### src/design/lvd_defines.svh
`ifndef LVD_DEFINES_SVH
`define LVD_DEFINES_SVH

// ****************************************************************
// register indices (byte address is four times the index)
// ****************************************************************
`define LVD_IDX_CTRL       8'h1F
`define LVD_IDX_VEN        8'h20
`define LVD_IDX_VSTAT      8'h21
`define LVD_IDX_WDC        8'h22

// ****************************************************************
// field positions
// ****************************************************************
`define LVD_CTRL_IRQ_EN    0
`define LVD_CTRL_WAKE_EN   1
`define LVD_CTRL_CROSS     2
`define LVD_CTRL_WDT       3
`define LVD_CTRL_DIV_LO    4
`define LVD_VEN_RST_EN     6
`define LVD_VEN_DET_EN     7
`define LVD_VSTAT_ABOVE    3
`define LVD_WDC_WARM       5

// ****************************************************************
// reset values
// ****************************************************************
`define LVD_CTRL_RESET     6'h00
`define LVD_VEN_RESET      2'h0

// ****************************************************************
// sampling divider masks (divide by 8, 16, 32, 64)
// ****************************************************************
`define LVD_MASK_DIV8      6'h07
`define LVD_MASK_DIV16     6'h0F
`define LVD_MASK_DIV32     6'h1F
`define LVD_MASK_DIV64     6'h3F

`endif

### src/design/lvd_pkg.sv
package lvd_pkg;

  // control register image, bits 5:0
  typedef struct packed {
    logic [1:0] div_sel;
    logic       wdt_flag;
    logic       cross_flag;
    logic       wake_en;
    logic       irq_en;
  } lvd_ctrl_s;

  // operating mode of the core
  typedef enum logic [1:0] {
    LVD_NORMAL = 2'b00,
    LVD_WAIT   = 2'b01,
    LVD_STOP   = 2'b10
  } lvd_mode_e;

endpackage : lvd_pkg

### src/design/lvd_top.sv
// What this block does
// - force chip reset while supply at or below reset threshold
// - reset-level path inactive during stop mode
// - status bit shows supply above mid threshold
// - 8-bit control register at index 1Fh, clears to 00h
// - interrupt enable only works while detector enable is 1
// - crossing flag set on every sampled mid-threshold crossing
// - request on crossing flag rising with both enables set, in normal or clocked wait mode
// - stop mode with wake enable: request and wake on supply above
// - sampling clock is cpu clock divided by 8, 16, 32 or 64
// - request comes within one sampling period of status change
// - wait mode: flag rise, or status rise if peripheral clock stopped
// - stop request while enabled and supply above: request at once
// - wait entry with clock stopped and supply above: request at once
// - request shares one vector with watchdog and oscillator events
// - watchdog overflow flag reads 1 once overflow detected
// - upper two register bits read 0
// - start-up flag 0 at power-on, set by watchdog control write
// - start-up flag survives every reset except power-on
`timescale 1ns/1ps
`default_nettype none
`include "lvd_defines.svh"

module lvd_top
  import lvd_pkg::*;
#(
  parameter int ADDR_W = 12
)
(
  // apb slave
  input  wire logic              pclk,
  input  wire logic              presetn,
  input  wire logic              psel,
  input  wire logic              penable,
  input  wire logic              pwrite,
  input  wire logic [ADDR_W-1:0] paddr,
  input  wire logic [31:0]       pwdata,
  output logic                   pready,
  output logic [31:0]            prdata,
  output logic                   pslverr,
  // power-on reset, clears the start-up flag
  input  wire logic              por_n,
  // analogue comparators, asynchronous
  input  wire logic              cmp_at_reset_level,
  input  wire logic              cmp_above_mid,
  // cpu mode and events, same clock
  input  wire logic              stop_mode,
  input  wire logic              wait_mode,
  input  wire logic              periph_clock_stop_in_wait,
  input  wire logic              stop_request,
  input  wire logic              wait_exec,
  input  wire logic              watchdog_overflow,
  input  wire logic              watchdog_irq,
  input  wire logic              osc_detect_irq,
  // results
  output logic                   chip_reset_req,
  output logic                   lv_irq,
  output logic                   wake_req,
  output logic                   shared_vector_irq,
  output logic                   warm_start_flag
);

  // ****************************************************************
  // divider mask decode
  // ****************************************************************
  function automatic logic [5:0] lvd_div_mask(input logic [1:0] sel);
    unique case (sel)
      2'b00: lvd_div_mask = `LVD_MASK_DIV8;
      2'b01: lvd_div_mask = `LVD_MASK_DIV16;
      2'b10: lvd_div_mask = `LVD_MASK_DIV32;
      2'b11: lvd_div_mask = `LVD_MASK_DIV64;
    endcase
  endfunction : lvd_div_mask

  // byte addresses, four times the register index
  localparam logic [ADDR_W-1:0] ADDR_CTRL  = ADDR_W'({`LVD_IDX_CTRL, 2'b00});
  localparam logic [ADDR_W-1:0] ADDR_VEN   = ADDR_W'({`LVD_IDX_VEN, 2'b00});
  localparam logic [ADDR_W-1:0] ADDR_VSTAT = ADDR_W'({`LVD_IDX_VSTAT, 2'b00});
  localparam logic [ADDR_W-1:0] ADDR_WDC   = ADDR_W'({`LVD_IDX_WDC, 2'b00});

  lvd_ctrl_s  ctrl;
  logic       det_en;
  logic       rst_lvl_en;
  logic       wake_used;
  logic [5:0] div_cnt;
  logic       tick;
  logic [1:0] low_sync;
  logic [1:0] mid_sync;
  logic       samp_above;
  logic       access;
  logic       wr_done;
  logic       wr_ctrl;
  logic       wr_ven;
  logic       wr_wdc;
  logic       cross_set;
  logic       rise_tick;
  logic       wake_ok;
  logic       irq_gate;
  logic       fire_normal;
  logic       fire_wake;
  lvd_mode_e  mode;

  // ****************************************************************
  // comparator synchronisers
  // ****************************************************************
  // two flops before any use
  always_ff @(posedge pclk or negedge presetn)
  begin
    if (!presetn)
    begin
      low_sync <= 2'b00;
      mid_sync <= 2'b00;
    end
    else
    begin
      low_sync <= {low_sync[0], cmp_at_reset_level};
      mid_sync <= {mid_sync[0], cmp_above_mid};
    end
  end

  // ****************************************************************
  // reset-level detection
  // ****************************************************************
  // reset request, masked in stop
  always_ff @(posedge pclk or negedge presetn)
  begin
    if (!presetn)
      chip_reset_req <= 1'b0;
    else
      chip_reset_req <= rst_lvl_en & low_sync[1] & ~stop_mode;
  end

  // ****************************************************************
  // sampling divider
  // ****************************************************************
  // free-running count, tick when masked bits all ones
  always_ff @(posedge pclk or negedge presetn)
  begin
    if (!presetn)
      div_cnt <= 6'h00;
    else
      div_cnt <= div_cnt + 6'h01;
  end

  assign tick = ((div_cnt & lvd_div_mask(ctrl.div_sel))
                 == lvd_div_mask(ctrl.div_sel));

  // status is captured only on a sampling tick
  always_ff @(posedge pclk or negedge presetn)
  begin
    if (!presetn)
      samp_above <= 1'b0;
    else if (tick)
      samp_above <= mid_sync[1];
  end

  // ****************************************************************
  // mode and request conditions
  // ****************************************************************
  // stop takes precedence if both mode levels are seen
  always_comb
  begin
    if (stop_mode)
      mode = LVD_STOP;
    else if (wait_mode)
      mode = LVD_WAIT;
    else
      mode = LVD_NORMAL;
  end

  assign cross_set = tick & det_en & (mid_sync[1] != samp_above);
  assign rise_tick = tick & mid_sync[1] & ~samp_above;
  // wake is spent until the enable is written 0 again
  assign wake_ok   = ctrl.wake_en & ~wake_used;
  // interrupt enable gated by detector enable
  assign irq_gate  = det_en & ctrl.irq_en;

  // flag rise in normal or clocked wait
  assign fire_normal = irq_gate & cross_set & ~ctrl.cross_flag
                       & ((mode == LVD_NORMAL)
                          | ((mode == LVD_WAIT)
                             & ~periph_clock_stop_in_wait));

  assign fire_wake = irq_gate & wake_ok
                     & (((mode == LVD_STOP) & rise_tick)
                        | ((mode == LVD_WAIT) & periph_clock_stop_in_wait
                           & rise_tick)
                        | (stop_request & mid_sync[1])
                        | (wait_exec & periph_clock_stop_in_wait
                           & mid_sync[1]));

  always_ff @(posedge pclk or negedge presetn)
  begin
    if (!presetn)
    begin
      lv_irq   <= 1'b0;
      wake_req <= 1'b0;
    end
    else
    begin
      lv_irq   <= fire_normal | fire_wake;
      wake_req <= fire_wake;
    end
  end

  // one shared vector for three sources
  always_ff @(posedge pclk or negedge presetn)
  begin
    if (!presetn)
      shared_vector_irq <= 1'b0;
    else
      shared_vector_irq <= fire_normal | fire_wake
                           | watchdog_irq | osc_detect_irq;
  end

  // ****************************************************************
  // apb decode
  // ****************************************************************
  // one wait state so every answer comes from a flop
  assign access  = psel & penable & ~pready;
  // writes land on the completion edge, when pready is seen high
  assign wr_done = psel & penable & pready & pwrite;
  assign wr_ctrl = wr_done & (paddr == ADDR_CTRL);
  assign wr_ven  = wr_done & (paddr == ADDR_VEN);
  assign wr_wdc  = wr_done & (paddr == ADDR_WDC);

  // ****************************************************************
  // control register
  // ****************************************************************
  // flags set beat a clearing write
  always_ff @(posedge pclk or negedge presetn)
  begin
    if (!presetn)
      ctrl <= `LVD_CTRL_RESET;
    else
    begin
      if (wr_ctrl)
      begin
        ctrl.irq_en  <= pwdata[`LVD_CTRL_IRQ_EN];
        ctrl.wake_en <= pwdata[`LVD_CTRL_WAKE_EN];
        ctrl.div_sel <= pwdata[`LVD_CTRL_DIV_LO +: 2];
      end
      if (cross_set)
        ctrl.cross_flag <= 1'b1;
      else if (wr_ctrl && !pwdata[`LVD_CTRL_CROSS])
        ctrl.cross_flag <= 1'b0;
      if (watchdog_overflow)
        ctrl.wdt_flag <= 1'b1;
      else if (wr_ctrl && !pwdata[`LVD_CTRL_WDT])
        ctrl.wdt_flag <= 1'b0;
    end
  end

  // wake spent after use, rearmed by writing enable 0
  always_ff @(posedge pclk or negedge presetn)
  begin
    if (!presetn)
      wake_used <= 1'b0;
    else if (fire_wake)
      wake_used <= 1'b1;
    else if (wr_ctrl && !pwdata[`LVD_CTRL_WAKE_EN])
      wake_used <= 1'b0;
  end

  // detector and reset-level enables
  always_ff @(posedge pclk or negedge presetn)
  begin
    if (!presetn)
      {det_en, rst_lvl_en} <= `LVD_VEN_RESET;
    else if (wr_ven)
    begin
      det_en     <= pwdata[`LVD_VEN_DET_EN];
      rst_lvl_en <= pwdata[`LVD_VEN_RST_EN];
    end
  end

  always_ff @(posedge pclk or negedge por_n)
  begin
    if (!por_n)
      warm_start_flag <= 1'b0;
    else if (wr_wdc)
      warm_start_flag <= 1'b1;
  end

  // ****************************************************************
  // apb answer
  // ****************************************************************
  always_ff @(posedge pclk or negedge presetn)
  begin
    if (!presetn)
    begin
      pready  <= 1'b0;
      pslverr <= 1'b0;
      prdata  <= 32'h0000_0000;
    end
    else
    begin
      pready  <= access;
      pslverr <= 1'b0;
      prdata  <= 32'h0000_0000;
      if (access)
      begin
        unique case (paddr)
          ADDR_CTRL:
            prdata[5:0] <= ctrl;
          ADDR_VEN:
          begin
            prdata[`LVD_VEN_DET_EN] <= det_en;
            prdata[`LVD_VEN_RST_EN] <= rst_lvl_en;
          end
          ADDR_VSTAT:
            prdata[`LVD_VSTAT_ABOVE] <= mid_sync[1];
          ADDR_WDC:
            prdata[`LVD_WDC_WARM] <= warm_start_flag;
          default:
            pslverr <= 1'b1;
        endcase
      end
    end
  end
endmodule : lvd_top
`default_nettype wire

### config.mk
export PLATFORM = sky130hd
export DESIGN_NAME = lvd_top
export DESIGN_NICKNAME = d
export VERILOG_FILES = /design/src/design/lvd_pkg.sv /design/src/design/lvd_top.sv
export VERILOG_INCLUDE_DIRS = /design/src /design/src/design
export SDC_FILE = /design/constraint.sdc
export NUM_CORES = 1
export LEC_CHECK = 0
export ABC_AREA = 1
export ABC_CLOCK_PERIOD_IN_PS = 1180
export BUFFER_PORTS_ARGS = -buffer_cell sky130_fd_sc_hd__buf_2
export CAP_MARGIN = 20
export CELL_PAD_IN_SITES_DETAIL_PLACEMENT = 1
export CELL_PAD_IN_SITES_GLOBAL_PLACEMENT = 1
export CORE_ASPECT_RATIO = 0.5
export CORE_MARGIN = 8
export CORE_UTILIZATION = 28
export DETAILED_ROUTE_END_ITERATION = 16
export GPL_TIMING_DRIVEN = 1
export MAX_ROUTING_LAYER = met4
export PLACE_DENSITY = 0.84
export REMOVE_ABC_BUFFERS = 1
export SLEW_MARGIN = 10
export SYNTH_ARGS = -nofsm -noshare
export SYNTH_HDL_FRONTEND = slang
export SYNTH_SLANG_ARGS = --single-unit
### constraint.sdc
create_clock -name pclk -period 1.18 [get_ports pclk]
set_input_delay 0 -clock pclk [delete_from_list [all_inputs] [get_ports pclk]]
set_output_delay 0 -clock pclk [all_outputs]
set_load 0.01 [all_outputs]
Yosys cells after proc, flatten, opt, wreduce, memory -nomap -nowiden
Index checks and enable logic that the tools add are counted.
- flip-flop bits (word level): 35
- equal/unequal tests: 11
- muxes and demuxes: 17
- add/sub/neg operators: 1
- reduce and logical (&&, ||, !) cells: 12
- bitwise logic cells: 41
- operator list (kind ; number):
    == test 12 x 8 -> 1 bit, second input constant ; 3
    bitwise AND 1 bit ; 27
    one-hot mux 6 bit (4 select lines) ; 1
    == test 12 x 7 -> 1 bit, second input constant ; 1
    2-to-1 mux 1 bit ; 10
    2-to-1 mux 8 bit ; 1
    OR 1 bit ; 7
    adder 6 x 1 -> 6 bit, second input constant ; 1
    bitwise AND 6 bit ; 1
    == test 2 bit, second input constant ; 3
    == test 6 bit ; 1
    NOT 1 bit ; 6
    nonzero test 2 bit ; 3
    == test 2 x 1 -> 1 bit, second input constant ; 2
    logical NOT 2 bit ; 2
    2-to-1 mux 2 bit ; 2
    one-hot mux 1 bit (2 select lines) ; 2
    OR reduction 4 bit ; 1
    logical AND 1 bit ; 3
    logical NOT 1 bit ; 3
    2-to-1 mux 3 bit ; 1
    inequality test 1 bit ; 1

Longest topological paths before layout
- depth in word-level cells: 14
- mapped depth: 8
- gate-level depth less buffers: 8

Worst setup path after synthesis
Ideal clock, no wire load.
- path kind: register to register
- start: reg div_cnt[0]
- end: reg shared_vector_irq
- slack: -0.006 ns
- path buffers: 0
- cell stages (with the launch flop): 7
- setup time: 0.128 ns
- period minus slack after synthesis: 1.186 ns
- data required time: 1.052 ns
- data arrival time: 1.059 ns
- path through: dfrtp_1 ha_1 nand2_1 a21oi_1 and2_2 nand3_1 nand3_1
- cells in the longest elaborated chain, start to end: 12
- RTL lines (item ; line ; text):
    start, declared ; lvd_top.sv:85 ; logic [5:0] div_cnt;
    start signal, assigned ; lvd_top.sv:142 ; div_cnt <= div_cnt + 6'h01;
    bitwise AND 6 bit (*) ; lvd_top.sv:145 ; assign tick = ((div_cnt & lvd_div_mask(ctrl.div_sel))
    == test 6 bit (*) ; lvd_top.sv:146 ; == lvd_div_mask(ctrl.div_sel));
    bitwise AND 1 bit (2 in series) ; lvd_top.sv:172 ; assign rise_tick = tick & mid_sync[1] & ~samp_above;
    bitwise AND 1 bit, on equally long branches ; lvd_top.sv:185, lvd_top.sv:187 ;
    OR 1 bit ; lvd_top.sv:186 ; | ((mode == LVD_WAIT) & periph_clock_stop_in_wait
    OR 1 bit ; lvd_top.sv:188 ; | (stop_request & mid_sync[1])
    OR 1 bit ; lvd_top.sv:189 ; | (wait_exec & periph_clock_stop_in_wait
    bitwise AND 1 bit ; lvd_top.sv:185 ; & (((mode == LVD_STOP) & rise_tick)
    OR 1 bit (*) ; lvd_top.sv:212 ; shared_vector_irq <= fire_normal | fire_wake
    OR 1 bit (*) (2 in series) ; lvd_top.sv:213 ; | watchdog_irq | osc_detect_irq;
    end signal, assigned ; lvd_top.sv:212 ;
    end, declared ; lvd_top.sv:59 ; output logic shared_vector_irq,
Every way passes the cells marked *; elsewhere a longest branch is shown, timed or not.
A chain may end at the register's enable or synchronous reset.

Final worst setup path
Ends and elaborated chain as after synthesis.

==> metrics.md <==
| Metric | Value |
|---|---|
| Status | complete, but fails checks |
| Violated checks | negative setup slack |
| Via count | roughly 1500 |
| Crit Reg-Reg Startpoint | div_cnt[0] |
| Vias per std cell | 4.18 |
| Fin nets | about 330 |
| Total grt overflow | 0 |
| FILL cells | approximately 740 |
| Die W | 129 µm |
| Clk slew on worst S/H paths | ~0.050 ns |
| Post-layout worst setup margin | -0.0119 ns |
| All-Layer GR Usage | a little under an eighth |
| Post-route clock period utilization | 101% |
| Vias in the first global route | between 1500 and 2000 |
| Area of the core | 0.00613 mm² |
| Critical Path Sink Type | register |
| Slowest CP cell | dfrtp_1 |
| Placed insts | 338 |
| Clk_lat worst skew | approximately 0.28 ns |
| CP Class | reg2reg |
| R2R setup slack | -0.01 ns |
| Max Fclk | 839 MHz |
| Fin util | 39.7% |
| Tmin final | 1.19 ns |
| Layout cells sized above 1 | a little over a third |
| Row cnt | 20 |
| Worst Path Arrival | 1.41 ns |
| Root Buffer | clkbuf_16 |
| Avg WL per Cell | between 10 and 15 µm |
| ANT cells | 0 |
| Post-Layout Cell Count | roughly 360 |
| I/O pin count | between 90 and 100 |
| CTS buffer count | 5 |
| Place WS | -0.0575 ns |
| Distinct cells, synth | 25 |
| Synth Flop Type | dfrtp_1 |
| Port Buf Inserts | 50 |
| WP data required | about 1.4 ns |
| Setup violations, final | 2 |
| Die extent in y | about 73 µm |
| Final hold vios | 0 |
| Gp weighted congestion | 0.832 |
| Power per cell area | 1240 mW/mm² |
| Synth async-reset ratio | between 90% and 100% |
| Synthesis-to-finish area growth | 35.8% |
| Die Area | approximately 0.0094 mm² |
| Synth top area cells | dfrtp_1, buf_4, nand2_1 |
| Crit. Startpoint | div_cnt[0] |
| TritonRoute pass-1 iters | 4 |
| Top delay family on crit path | simple AND/OR/NAND/NOR gates |
| Largest net degree at the start of global routing | 35 |
| Max cap viols | 0 |
| #FFs+latches synth | 35 |
| Slew Limit Fails | 0 |
| Top cell type by total area after synthesis | dfrtp_1 |
| Syn_area_per_cell | a little over 9 µm² |
| Clock skew | around 0.0029 ns |
| CTS sink cnt | 35 |
| End of the worst register-to-register path | shared_vector_irq |
| Crit path launch type | register |
| Stages on the worst setup path | 6 |
| RSZ-0062 raised after global routing | yes |
| Mapped Cells | around 200 |
| CTS tree | done |
| Final HPWL DP | approximately 3.8 mm |
| Pleak | ~1.3 nW |
| Most common cell after layout, fill and taps aside | buf_2 |
| # H-tree levels | 2 |
| Most used cell, CP | nand3_2 |
| Yosys warns | 0 |
| Worst vdd ir | 0.516 mV |
| Crit path largest cell delay | 0.36 ns |
| WP buf/inv | 0 |
| Mapped Area | ~0.0018 mm² |
| Post-Route WL | slightly above 5 mm |
| CP endpoint | shared_vector_irq |
| Depth of the most critical reg-to-reg path | 6 |
| Critical Path Fanout Max | 4 |
| Initial core utilization | between 20 and 30% |
| DRC | 0 |
| Initial antenna violation count | 0 |
| Longest Clk Path Bufs | 2 |
| DRT antenna net count | 0 |
| Drt first-iter violations | around 60 |
| Synth top area share | between 40 and 50% |
| Number of synthesized flops with an enable pin | 0 |
| Global-route wire length before repair | around 8.4 mm |
| Most frequent cells in the layout | buf_2, dfrtp_1, nand2_1 |
| Critical Path, Cell by Cell | ha_2 > nand2_2 > a21oi_2 > and2_4 > nand3_2 > nand3_2 |
| Hold WC Path Type | in2async |
| Sequential share of the synthesized area | about half |
==> layout make-up <==
class	instances	area [µm²]	area share [%]
clock buffers	6	139	5.71
clock inverters	2	35.0	1.44
inverters	31	116	4.78
multi-input cells	130	732	30.1
flip-flops and latches	35	876	36.0
well taps	88	110	4.52
repair buffers	69	425	17.5
==> worst min path at each step <==
stage | startpoint | to | cells after the start
after floorplan | presetn | chip_reset_req | 0
after global placement | por_n | warm_start_flag | 1
after detailed placement | por_n | warm_start_flag | 1
after CTS | por_n | warm_start_flag | 2
after global routing | por_n | warm_start_flag | 2
final | por_n | warm_start_flag | 2
==> report_power, final <==
group	switching (mW)	total (mW)	internal (mW)
combinational	0.159	0.259	0.100
clock	0.492	1.54	1.05
sequential	0.00846	1.22	1.22
total	0.659	3.02	2.36
==> kinds of logic (layout without fill, tap and decap cells) <==
| kind of cell | after synthesis | count (layout) | share of synthesized area [%] |
|---|---|---|---|
| simple gates | 85 | 85 | 27.0 |
| buf+inv | 55 | 108 | 16.6 |
| flops | 35 | 35 | 48.9 |
| compound gates | 16 | 16 | 4.68 |
| xor+xnor | 4 | 4 | 1.96 |
| fa+ha+maj | 1 | 1 | 0.698 |
| other cells | 1 | 24 | 0.209 |
==> cell usage after synthesis, types with 2 or more instances <==
| master | number |
|---|---|
| nand4_1 | 3 |
| inv_1 | 29 |
| inv_2 | 2 |
| o21ai_0 | 2 |
| nand3_1 | 14 |
| nor2_4 | 5 |
| nor2_2 | 3 |
| nor3_2 | 3 |
| dfrtp_1 | 35 |
| nand2_1 | 32 |
| nand3_2 | 4 |
| nor2_1 | 13 |
| o21ai_1 | 6 |
| a21oi_1 | 7 |
| buf_4 | 24 |
| nand2_2 | 3 |
| xor2_1 | 4 |
==> sequential cells by signal, indices dropped and copies added, names as in the netlist, 2 cells and up <==
register	flops
ctrl	6
mid_sync	2
div_cnt	6
prdata	8
low_sync	2
==> timing repair <==
item                                    CTS  global route
gates resized for setup                   7             2
buffers inserted                          0             2
hold endpoints to repair                 45             0
pin swaps                                 1             7
cloned                                    0             0
endpoints found under the setup margin    6             7
hold buffers                             13             0
==> metrics by stage <==
| step | hold WS [ns] | cell area, µm² | setup TNS (ns) | total power [mW] |
|---|---|---|---|---|
| 2_1_floorplan | -0.296 | 1700 | -0.00634 | 1.34 |
| 5_1_grt | 0.0324 | 2430 | -0.339 | 3.15 |
| 3_3_place_gp | -0.224 | 2090 | -0.0170 | 1.45 |
| 3_5_place_dp | -0.224 | 2090 | -0.142 | 1.46 |
| 6_report | 0.0301 | 2430 | -0.0193 | 3.02 |
| 4_1_cts | 0.0130 | 2410 | 0 | 3.04 |
==> layer usage <==
layer  vias to the layer above  GRT usage, %  share of wire (%)
li1                        718             -                  -
met1                       732          12.0                 40
met2                        51          20.8                 54
met3                         8          3.73                5.0
met4                         0          5.42                1.6
met5                         -             -                  0
No activity file was read; power rests on OpenSTA's default activity.
